**src/hw/lgto_consts.svh**
```systemverilog
// Offsets, field positions, reset value and timing counts of the time-out register block.
`ifndef LGTO_CONSTS_SVH
`define LGTO_CONSTS_SVH

// Register address and power-on value.
`define LGTO_ADDR_TIMEOUT   8'h23
`define LGTO_RST_TIMEOUT    8'hB0
`define LGTO_RDATA_IDLE     8'h00

// Least significant bit of each profile field; each field is two bits wide.
`define LGTO_P1_LSB         6
`define LGTO_P2_LSB         4
`define LGTO_P3_LSB         2
`define LGTO_P4_LSB         0
`define LGTO_FIELD_W        2

// Clock rate and the time base of the time-out counter.
`define LGTO_CLK_HZ         10000000
`define LGTO_TICK_MS        100
`define LGTO_TICK_CYC       (`LGTO_TICK_MS * (`LGTO_CLK_HZ / 1000))

// Time-out durations in milliseconds for each field code.
`define LGTO_TO_00_MS       800
`define LGTO_TO_01_MS       1600
`define LGTO_TO_10_MS       6400
`define LGTO_TO_11_MS       12800

// Legacy profiles handled here.
`define LGTO_PROF_FIRST     3'h1
`define LGTO_PROF_LAST      3'h4

`endif

```
**src/hw/lgto_pkg.sv**
```systemverilog
// Types shared by the time-out register block.
package lgto_pkg;

  typedef enum logic [1:0] {
    LGTO_TO_0P8S  = 2'b00,
    LGTO_TO_1P6S  = 2'b01,
    LGTO_TO_6P4S  = 2'b10,
    LGTO_TO_12P8S = 2'b11
  } lgto_code_t;

  typedef enum logic [1:0] {
    LGTO_ST_IDLE = 2'b00,
    LGTO_ST_RUN  = 2'b01,
    LGTO_ST_DONE = 2'b10
  } lgto_state_t;

  typedef logic [2:0] lgto_profile_t;
  typedef logic [7:0] lgto_ticks_t;

endpackage

```
**src/hw/lgto_tmr_if.sv**
```systemverilog
// Control and status signals between the register block and its time-out counter.
`timescale 1ns/1ps
interface lgto_tmr_if;
  import lgto_pkg::*;

  logic        start;
  logic        abort;
  logic        freeze;
  lgto_ticks_t limit_ticks;
  logic        running;
  logic        expired;

  modport ctrl (
    output start,
    output abort,
    output freeze,
    output limit_ticks,
    input  running,
    input  expired
  );

  modport tmr (
    input  start,
    input  abort,
    input  freeze,
    input  limit_ticks,
    output running,
    output expired
  );
endinterface

```
**src/hw/lgto_top.sv**
```systemverilog
// Legacy profile 1 to 4 emulation time-out register and the time-out it applies.
//
// Function
// - Eight-bit read/write register at 23h holds four two-bit profile time-out fields.
// - While profile 1 to 4 is applied, its own field sets the time-out.
// - Field code 00 selects 0.8 seconds, code 01 selects 1.6 seconds.
// - Field code 10 selects 6.4 seconds, code 11 selects 12.8 seconds.
// - With the global disable bit set, no field duration is applied at all.
// - Register contents are kept through sleep and unchanged on wake.
`timescale 1ns/1ps
`include "lgto_consts.svh"
module lgto_top
  import lgto_pkg::*;
#(
  parameter int unsigned TICK_CYCLES = `LGTO_TICK_CYC
) (
  input  wire logic       clock_in,
  input  wire logic       sys_rst_in,
  input  wire logic [7:0] reg_addr_in,
  input  wire logic       reg_wr_in,
  input  wire logic [7:0] reg_wdata_in,
  input  wire logic       reg_rd_in,
  output logic      [7:0] reg_rdata_out,
  output logic            reg_rvalid_out,
  input  wire logic       dedicated_charger_emulation_in,
  input  wire logic [2:0] active_profile_in,
  input  wire logic       emulation_timeout_disable_in,
  input  wire logic       sleep_in,
  output logic      [1:0] profile1_timeout_sel_out,
  output logic      [1:0] profile2_timeout_sel_out,
  output logic      [1:0] profile3_timeout_sel_out,
  output logic      [1:0] profile4_timeout_sel_out,
  output logic      [1:0] emulation_timeout_sel_out,
  output logic            emulation_timeout_applied_out,
  output logic            emulation_timeout_running_out,
  output logic            emulation_timeout_expired_out
);

  // Converts a field code into a number of time-base ticks.
  function automatic lgto_ticks_t code_ticks(input lgto_code_t code);
    lgto_ticks_t t;
    t = 8'h00;
    unique case (code)
      LGTO_TO_0P8S:  t = 8'(`LGTO_TO_00_MS / `LGTO_TICK_MS);
      LGTO_TO_1P6S:  t = 8'(`LGTO_TO_01_MS / `LGTO_TICK_MS);
      LGTO_TO_6P4S:  t = 8'(`LGTO_TO_10_MS / `LGTO_TICK_MS);
      LGTO_TO_12P8S: t = 8'(`LGTO_TO_11_MS / `LGTO_TICK_MS);
    endcase
    return t;
  endfunction

  localparam int FIELD_LSB [1:4] = '{`LGTO_P1_LSB, `LGTO_P2_LSB, `LGTO_P3_LSB, `LGTO_P4_LSB};

  lgto_tmr_if tmr_bus ();

  logic [7:0]    timeout_reg_ff;
  logic [7:0]    nxt_timeout_reg;
  logic [7:0]    rdata_ff;
  logic          rvalid_ff;
  lgto_profile_t profile_ff;
  logic          applied_ff;
  logic [1:0]    sel_ff;
  logic [1:0]    field_sel [1:4];
  logic [4:1]    profile_hit;

  // Register decode.
  wire logic addr_hit  = (reg_addr_in == `LGTO_ADDR_TIMEOUT);
  wire logic wr_accept = reg_wr_in && addr_hit;
  wire logic rd_accept = reg_rd_in && addr_hit;

  // Writes only change the stored value; sleep has no effect on it.
  assign nxt_timeout_reg = wr_accept ? reg_wdata_in : timeout_reg_ff;

  always_ff @(posedge clock_in) begin
    if (sys_rst_in) begin
      timeout_reg_ff <= `LGTO_RST_TIMEOUT;
    end else begin
      timeout_reg_ff <= nxt_timeout_reg;
    end
  end

  // Reads of any other address return zero.
  always_ff @(posedge clock_in) begin
    if (sys_rst_in) begin
      rdata_ff  <= `LGTO_RDATA_IDLE;
      rvalid_ff <= 1'b0;
    end else begin
      rvalid_ff <= reg_rd_in;
      if (reg_rd_in) begin
        rdata_ff <= rd_accept ? timeout_reg_ff : `LGTO_RDATA_IDLE;
      end
    end
  end

  assign reg_rdata_out  = rdata_ff;
  assign reg_rvalid_out = rvalid_ff;

  // Field split and profile match, one slice per profile.
  genvar gi;
  generate
    for (gi = 1; gi <= 4; gi++) begin : g_field
      assign field_sel[gi]   = timeout_reg_ff[FIELD_LSB[gi] +: `LGTO_FIELD_W];
      assign profile_hit[gi] = (active_profile_in == 3'(gi));
    end
  endgenerate

  assign profile1_timeout_sel_out = field_sel[1];
  assign profile2_timeout_sel_out = field_sel[2];
  assign profile3_timeout_sel_out = field_sel[3];
  assign profile4_timeout_sel_out = field_sel[4];

  // Selected field of the running profile; zero when none of 1 to 4 is active.
  wire logic [1:0] cur_sel =
    ({2{profile_hit[1]}} & field_sel[1]) |
    ({2{profile_hit[2]}} & field_sel[2]) |
    ({2{profile_hit[3]}} & field_sel[3]) |
    ({2{profile_hit[4]}} & field_sel[4]);

  // A time-out applies only in the emulation cycle, for profiles 1 to 4,
  // and never while the global disable is set.
  wire logic applicable = dedicated_charger_emulation_in && (|profile_hit) &&
                          !emulation_timeout_disable_in;

  // A fresh time-out starts when the applied profile begins or changes.
  wire logic new_profile = applicable && (!applied_ff || (profile_ff != active_profile_in));

  always_ff @(posedge clock_in) begin
    if (sys_rst_in) begin
      profile_ff <= 3'h0;
      applied_ff <= 1'b0;
      sel_ff     <= 2'h0;
    end else begin
      profile_ff <= active_profile_in;
      applied_ff <= applicable;
      if (new_profile) begin
        sel_ff <= cur_sel;
      end
    end
  end

  // The code latched at profile start is held for the whole time-out, so a
  // register write mid-emulation takes effect at the next profile.
  assign tmr_bus.start       = new_profile;
  assign tmr_bus.abort       = !applicable;
  assign tmr_bus.freeze      = sleep_in;
  assign tmr_bus.limit_ticks = code_ticks(lgto_code_t'(cur_sel));

  lgto_timer #(
    .TICK_CYCLES (TICK_CYCLES)
  ) u_timer (
    .clock_in   (clock_in),
    .sys_rst_in (sys_rst_in),
    .tmr        (tmr_bus.tmr)
  );

  assign emulation_timeout_sel_out     = sel_ff;
  assign emulation_timeout_applied_out = applied_ff;
  assign emulation_timeout_running_out = tmr_bus.running;
  assign emulation_timeout_expired_out = tmr_bus.expired;

endmodule

```
**src/hw/lgto_timer.sv**
```systemverilog
// Time-out counter: counts whole time-base ticks up to a loaded limit.
`timescale 1ns/1ps
`include "lgto_consts.svh"
module lgto_timer
  import lgto_pkg::*;
#(
  parameter int unsigned TICK_CYCLES = `LGTO_TICK_CYC
) (
  input  wire logic   clock_in,
  input  wire logic   sys_rst_in,
  lgto_tmr_if.tmr     tmr
);

  localparam int DIV_W = $clog2(TICK_CYCLES + 1);
  localparam logic [DIV_W-1:0] DIV_LAST = DIV_W'(TICK_CYCLES - 1);

  lgto_state_t      state_ff;
  lgto_state_t      nxt_state;
  logic [DIV_W-1:0] div_ff;
  lgto_ticks_t      ticks_ff;
  lgto_ticks_t      limit_ff;
  logic             expired_ff;

  wire logic counting = (state_ff == LGTO_ST_RUN) && !tmr.freeze;
  wire logic tick_en  = counting && (div_ff == DIV_LAST);
  wire logic hit      = tick_en && (ticks_ff == limit_ff - 8'h01);

  always_comb begin
    nxt_state = state_ff;
    unique case (state_ff)
      LGTO_ST_IDLE: if (tmr.start) nxt_state = LGTO_ST_RUN;
      LGTO_ST_RUN: begin
        if (tmr.abort)      nxt_state = LGTO_ST_IDLE;
        else if (tmr.start) nxt_state = LGTO_ST_RUN;
        else if (hit)       nxt_state = LGTO_ST_DONE;
      end
      LGTO_ST_DONE: begin
        if (tmr.start)      nxt_state = LGTO_ST_RUN;
        else if (tmr.abort) nxt_state = LGTO_ST_IDLE;
      end
      default:              nxt_state = LGTO_ST_IDLE;
    endcase
  end

  always_ff @(posedge clock_in) begin
    if (sys_rst_in) begin
      state_ff   <= LGTO_ST_IDLE;
      div_ff     <= '0;
      ticks_ff   <= 8'h00;
      limit_ff   <= 8'h01;
      expired_ff <= 1'b0;
    end else begin
      state_ff   <= nxt_state;
      expired_ff <= hit && !tmr.abort && !tmr.start;
      if (tmr.start) begin
        div_ff   <= '0;
        ticks_ff <= 8'h00;
        limit_ff <= tmr.limit_ticks;
      end else if (counting) begin
        div_ff <= tick_en ? '0 : div_ff + DIV_W'(1);
        if (tick_en) ticks_ff <= ticks_ff + 8'h01;
      end
    end
  end

  assign tmr.running = (state_ff == LGTO_ST_RUN);
  assign tmr.expired = expired_ff;

endmodule

```
**config.mk**
```make
export PLATFORM = sky130hd
export DESIGN_NAME = lgto_top
export DESIGN_NICKNAME = d
export VERILOG_FILES = /design/src/hw/lgto_pkg.sv /design/src/hw/lgto_tmr_if.sv /design/src/hw/lgto_top.sv /design/src/hw/lgto_timer.sv
export VERILOG_INCLUDE_DIRS = /design/src /design/src/hw
export SDC_FILE = /design/constraint.sdc
export NUM_CORES = 1
export LEC_CHECK = 0
export BUFFER_PORTS_ARGS = -buffer_cell sky130_fd_sc_hd__buf_2
export CORE_MARGIN = 3
export CORE_UTILIZATION = 40
export CTS_BUF_LIST = sky130_fd_sc_hd__clkbuf_8 sky130_fd_sc_hd__clkbuf_16
export DETAILED_ROUTE_END_ITERATION = 8
export PLACE_DENSITY = 0.58
export SYNTH_ARGS = -nofsm -noshare
export SYNTH_HDL_FRONTEND = slang
export SYNTH_SLANG_ARGS = --single-unit
```
**constraint.sdc**
```tcl
create_clock -name clock_in -period 2.8 [get_ports clock_in]
set_input_delay 0.56 -clock clock_in [delete_from_list [all_inputs] [get_ports clock_in]]
set_output_delay 0.56 -clock clock_in [all_outputs]
set_load 0.05 [all_outputs]
```
==> results of run 1 <==
state kept, by name (all words and copies together), names as in the netlist:
signal	count
u_timer.tmr.expired	1
u_timer.ticks_ff	8
emulation_timeout_applied_out	1
field_sel	8
emulation_timeout_sel_out	2
u_timer.state_ff	2
u_timer.limit_ff	5
u_timer.div_ff	20
profile_ff	3
reg_rdata_out	8
reg_rvalid_out	1
critical path: cells and delay by family:
kind | cells | cell delay [ps]
mux | 1 | 370
simple gates | 4 | 1370
buf+inv | 1 | 110
per-layer routing:
metal | up-vias | track usage | wire [um]
li1 | 1175 | - | -
met1 | 1025 | 0.204 | 2760
met2 | 48 | 0.259 | 2660
met3 | 8 | 0.0438 | 271
met4 | 0 | 0.0701 | 86
met5 | - | 0 | 0
synth_stat cells, drive strengths merged (2+ instances only):
library cell and instances:
nor2b 14, nand2 29, nand3b 7, mux2i 12
or3 7, nand4b 3, and3 3, dfxtp 59
inv 8, xor2 4, o21ai 5, a31o 2
nand2b 4, or4 2, nor4 9, and4 2
clkbuf 8, a21oi 24, xnor2 26, nor4b 3
nor3b 2, nor3 7, nor2 46, nand3 12
ha 3, or2 2, buf 5
layout by cell type (no fill, tap or decap), types with 4 or more instances in the layout:
cell type,netlist,routed
nand2b_1,4,4
dfxtp_1,59,59
mux2i_1,12,12
nor4_1,9,9
nand2_1,28,28
xor2_1,4,4
xnor2_1,26,26
a21oi_1,24,24
inv_1,8,9
or3_1,7,7
nor2_1,46,46
clkbuf_8,0,11
nor3_1,7,7
nand3_1,12,12
nand3b_1,7,7
nor2b_1,14,14
buf_2,5,47
o21ai_0,5,5
cell families (layout without fill, tap and decap cells):
kind of cell | Yosys count | after routing | synth area share
adders and majority gates | 3 | 3 | 0.0138
muxes | 13 | 13 | 0.0485
DFF | 59 | 59 | 0.436
xor gates and xnor gates | 30 | 30 | 0.0969
buffers and inverters | 21 | 74 | 0.0314
AOI/OAI and AO/OA | 35 | 35 | 0.0725
and+or+nand+nor | 155 | 155 | 0.301
power breakdown:
group	total, mW	switching [mW]	internal (mW)
combinational	0.0969	0.0568	0.0400
sequential	0.851	0.00492	0.846
clock	0.706	0.343	0.363
total	1.65	0.405	1.25
stage by stage:
stage / hold slack [ps] / cells / setup slack, ps
floorplan: 444 / 316 / 547
global placement: 447 / 430 / 303
detailed placement: 459 / 430 / 256
CTS: 425 / 446 / 601
global route: 436 / 446 / 532
finish: 434 / 446 / 600
final cells by class:
| cell class | count | area share |
|---|---|---|
| multi-input cells | 236 | 0.453 |
| clock buffers | 11 | 0.0475 |
| repair buffers | 50 | 0.0808 |
| clock inverters | 5 | 0.00902 |
| well taps | 77 | 0.0302 |
| flip-flops and latches | 59 | 0.370 |
| inverters | 8 | 0.00941 |
path summary, 6_finish.rpt:
check,endpoint,slack [ps],cells past startpoint
worst max-delay path,u_timer.ticks_ff[7]$_SDFFE_PP0P_,600,6
worst min-delay path,field_sel[4]$_SDFFE_PP1P_,430,3
worst max register to register,u_timer.ticks_ff[7]$_SDFFE_PP0P_,610,5
worst min register to register,u_timer.limit_ff[7]$_SDFFE_PP0P_,470,2
==> impl_metrics.py, run 1 <==
metrics = {
    "run_status": {
        "outcome": "finished clean",
    },
    "detailed_routing": {
        "drc": 0,
        "ant_nets": 0,
        "dr_total_vias": 2256,
        "drtPass1Iterations": 4,
        "viasPerCell": 5.06,
        "wl_per_cell_um": 13.0,
        "totalWireLength_mm": 5.78,
        "drtIter0Drc": 60,
    },
    "pwr": {
        "powerDensity_nw_per_um2": 518,
        "p_leak_nw": 1.26,
        "peakVddDrop_uv": 331,
        "p_total_mw": 1.65,
    },
    "synth": {
        "synth_top_area_frac": 0.436,
        "ys_async_sr_fraction": 0,
        "synth-edff-count": 0,
        "ys_types": 37,
        "synthTopCellsByArea": "dfxtp_1 (44%), xnor2_1 (8.4%), nor2_1 (6.4%)",
        "syn_inst": 316,
        "synth.avg_cell_area_um2": 8.58,
        "ys_seq_area_frac": 0.436,
        "synth_fp_nets": 345,
        "ys_seq_elements": 59,
        "yosysTopAreaCell": "dfxtp_1",
        "syn-cell-area_um2": 2710,
        "synth_flop_cell": "dfxtp_1",
        "ys_warn_count": 0,
    },
    "die": {
        "die_y_um": 88.3,
        "die_area_um2": 7800,
        "core_area_um2": 6460,
        "start_util": 0.420,
        "placementRows": 29,
        "pin_count": 48,
        "die_x_um": 88.3,
    },
    "critical_path": {
        "endpoint_kind": "flop",
        "worstPathArrival_ps": 2420,
        "cp.required_ps": 3020,
        "path_max_fanout": 12,
        "crit_path_max_incr_delay_ps": 590,
        "crit_slowest_cell": "or4_4",
        "cp-start-kind": "input port",
        "rr_startpoint": "u_timer.state_ff[1]$_SDFFE_PP0P_",
        "critPathKind": "in2reg",
        "crit_chain": "buf_2 > and4bb_4 > nand2_4 > or4_4 > nor4_1 > mux2_2",
        "critPathLaunch": "sleep_in",
    },
    "clock_tree": {
        "htree_levels": 3,
        "cts_buffers": 9,
        "cts_buffer_depth": 2,
        "clock_sinks": 59,
        "clock_latency_ps": 340,
        "cts-root-buf": "clkbuf_8",
        "cts_resized": 0,
        "post-cts-setup-buffers": 0,
        "cts_tree": "yes",
        "holdBufCountCts": 0,
        "clkTransAtPathRegs_ps": 70,
    },
    "cells_and_area": {
        "diodes": 0,
        "fin_area_um2": 3190,
        "syn_to_final_growth_pct": 17.7,
        "drive_gt1_frac": 0.201,
        "final_core_util": 0.494,
        "nets": 393,
        "fillers": 636,
        "multiInputGateArea_um2": 1450,
        "seqCellArea_um2": 1180,
    },
    "place": {
        "routabilityCongestion": 0.785,
        "placedInstanceArea_um2": 3010,
        "port_buffers": 47,
        "dp_hpwl_mm": 4.20,
    },
    "sta": {
        "maxClockFrequency_mhz": 454,
        "setup_tns_ps": 0,
        "fin_crit_sh": 0.786,
        "drv_slew": 0,
        "rsz0062_at_grt": "false",
        "finalCriticalPeriod_ps": 2200,
        "hold_violations": 0,
        "slew_headroom": 0.697,
        "fin_skew_ps": 15.7,
        "worst_slew_pin_slew_ps": 454,
        "setup_viol": 0,
    },
    "global_route": {
        "grt.total_usage": 0.161,
        "grt_pass1_vias": 2155,
        "antenna_found_initial": 0,
        "grt-ovfl-total": 0,
        "grt_max_degree": 27,
        "grt_first_pass_wirelength_mm": 9.87,
    },
    "hold_path": {
        "holdCritPathClass": "in2reg",
        "min_from": "reg_wdata_in[4]",
    },
    "flow_run": {
        "maxCapViolations": 0,
    },
}
Power figures use the tool's default switching activity.
==> run 2: changes to the inputs <==
- PLACE_DENSITY: 0.58 -> 0.61
- clock period: 2.8 -> 2 ns (I/O delays scaled with it)
==> run 2 against run 1 <==
Non-clock buffer count rose by 26. Combinational power rose by 58%. Power rose by 46%. First-iteration DRC count rose by 130%. Setup slack got worse by 570 ps. Clock power rose by 50%. Hold slack got worse by 160 ps. Wire length rose by 7.7%. Sequential power rose by 40%. Via count rose by 5.5%. Sequential share of layout area fell by 2.9 points. Global-route usage rose by 1.2 points.
==> impl_metrics.py, run 2 (same netlist as run 1, synthesis figures left out) <==
metrics = {
    "die": {
        "die_x_um": 88.3,
        "start_util": 0.420,
        "die_area_um2": 7800,
        "pin_count": 48,
        "die_y_um": 88.3,
        "placementRows": 29,
        "core_area_um2": 6460,
    },
    "cells_and_area": {
        "largest_reg_flops": 20,
        "fin_cells": 472,
        "final_cell_mix": "dfxtp_1 (56), buf_2 (47), nor2_1 (46)",
        "diodes": 0,
        "fillers": 590,
        "fin_area_um2": 3470,
        "layout_commonest_cell": "dfxtp_1",
        "drive_gt1_frac": 0.276,
        "regMostFlops": "u_timer.div_ff",
        "nets": 419,
        "syn_to_final_growth_pct": 28.1,
    },
    "global_route": {
        "antenna_found_initial": 0,
        "grt.total_usage": 0.174,
        "grt_pass1_vias": 2321,
        "grt_max_degree": 22,
        "grtUsageMet1": 0.214,
        "top_usage_layer": "met2",
        "grt-ovfl-total": 0,
        "use_met2": 0.275,
        "met3_usage": 0.0717,
        "grt_first_pass_wirelength_mm": 10.5,
    },
    "sta": {
        "hold_violations": 0,
        "setup_tns_ps": 0,
        "slew_headroom": 0.678,
        "maxClockFrequency_mhz": 507,
        "finalCriticalPeriod_ps": 1970,
        "worst_slew_pin_slew_ps": 476,
        "fin_skew_ps": 8.84,
        "fin_crit_sh": 0.986,
        "setup_viol": 0,
        "drv_slew": 0,
        "setup_ws_ps": 28.2,
        "rsz0062_at_grt": "true",
    },
    "critical_path": {
        "cp.required_ps": 2230,
        "endpoint_kind": "flop",
        "cp-start-kind": "flop",
        "crit_path_max_incr_delay_ps": 590,
        "rr_startpoint": "u_timer.div_ff[8]$_SDFFE_PP0P_",
        "critPathLaunch": "u_timer.div_ff[8]$_SDFFE_PP0P_",
        "path_max_fanout": 7,
        "crit_chain": "nor4b_2 > nand3_1 > or4_4 > buf_6 > nand3b_1 > a31o_2",
        "worstPathArrival_ps": 2200,
        "critPathKind": "reg2reg",
        "crit_slowest_cell": "or4_4",
    },
    "place": {
        "pre_cts_ws_ps": -169,
        "routabilityCongestion": 0.803,
        "dp_hpwl_mm": 4.49,
        "placed_cells": 455,
        "port_buffers": 47,
        "placedInstanceArea_um2": 3220,
    },
    "clock_tree": {
        "cts-root-buf": "clkbuf_8",
        "cts_buffer_depth": 2,
        "clkTransAtPathRegs_ps": 70,
        "holdBufCountCts": 0,
        "cts_tree": "yes",
        "clock_sinks": 59,
        "clock_latency_ps": 340,
        "htree_levels": 3,
        "cts_buffers": 9,
    },
    "hold_path": {
        "holdCritPathClass": "in2reg",
        "min_from": "reg_wdata_in[7]",
    },
    "detailed_routing": {
        "ant_nets": 0,
        "drc": 0,
        "drtPass1Iterations": 4,
        "drtIter0Drc": 139,
        "wl_per_cell_um": 13.2,
        "totalWireLength_mm": 6.22,
        "dr_total_vias": 2379,
        "viasPerCell": 5.04,
    },
    "run_status": {
        "outcome": "finished clean",
    },
    "pwr": {
        "peakVddDrop_uv": 382,
        "p_leak_nw": 1.44,
        "powerDensity_nw_per_um2": 694,
    },
    "flow_run": {
        "maxCapViolations": 0,
    },
}
[run 2: changes by cell type in the layout (fill, tap and decap cells not counted), sizes merged]
cell	previous run	this run
clkinvlp	2	1
clkinv	2	3
bufinv	0	1
clkbuf	11	10
buf	50	76
[run 2: metal layers]
| layer | vias up | wire length (um) | part of all wire |
|---|---|---|---|
| met5 | - | 0 | 0 |
| met4 | 0 | 104 | 0.017 |
| met3 | 8 | 283 | 0.045 |
| met2 | 40 | 2820 | 0.45 |
| met1 | 1102 | 3010 | 0.48 |
| li1 | 1229 | - | - |
[run 2: final cells by class]
| class | count | area (um^2) | share of cell area |
|---|---|---|---|
| clock buffers | 10 | 138 | 0.0396 |
| multi-input cells | 236 | 1500 | 0.431 |
| flip-flops and latches | 59 | 1180 | 0.341 |
| well taps | 77 | 96.3 | 0.0277 |
| repair buffers | 76 | 469 | 0.135 |
| inverters | 8 | 30.0 | 0.00865 |
| clock inverters | 6 | 56.3 | 0.0162 |
[run 2: worst paths after layout]
| path | end | slack [ps] | cells after the start |
|---|---|---|---|
| worst max-delay path | u_timer.state_ff[0]$_SDFFE_PP0P_ | 30 | 6 |
| worst min-delay path | field_sel[7]$_SDFFE_PP1P_ | 280 | 3 |
| worst max register to register | u_timer.state_ff[0]$_SDFFE_PP0P_ | 30 | 6 |
| worst min register to register | u_timer.limit_ff[7]$_SDFFE_PP0P_ | 470 | 2 |
[run 2: through the flow]
stage / power [mW] / utilization / hold slack [ps]
floorplan: 1.31 / - / 444
global placement: 1.37 / 0.498 / 449
detailed placement: 1.37 / 0.498 / 455
CTS: 2.45 / 0.528 / 256
global route: 2.52 / 0.538 / 268
finish: 2.41 / 0.538 / 277
[run 2: worst max-delay path, delay by kind of cell, from the launching register on]
family          cells  cell delay (ps)
compound gates      1              240
buf+inv             1              160
flops               1              330
simple gates        4             1150
[run 2: what timing repair did]
| action | 4_1_cts | 5_1_grt |
|---|---|---|
| gates resized for setup | 0 | 12 |
| pin swaps | 1 | 8 |
| setup buffers | 0 | 1 |
| endpoints found under the hold margin | 0 | 0 |
| setup endpoints to repair | 1 | 4 |
[run 2: power breakdown]
group	internal [mW]	switching (mW)	total, mW
Clock	0.598	0.467	1.06
Combinational	0.0671	0.0855	0.153
Sequential	1.19	0.00737	1.19
Total	1.85	0.560	2.41
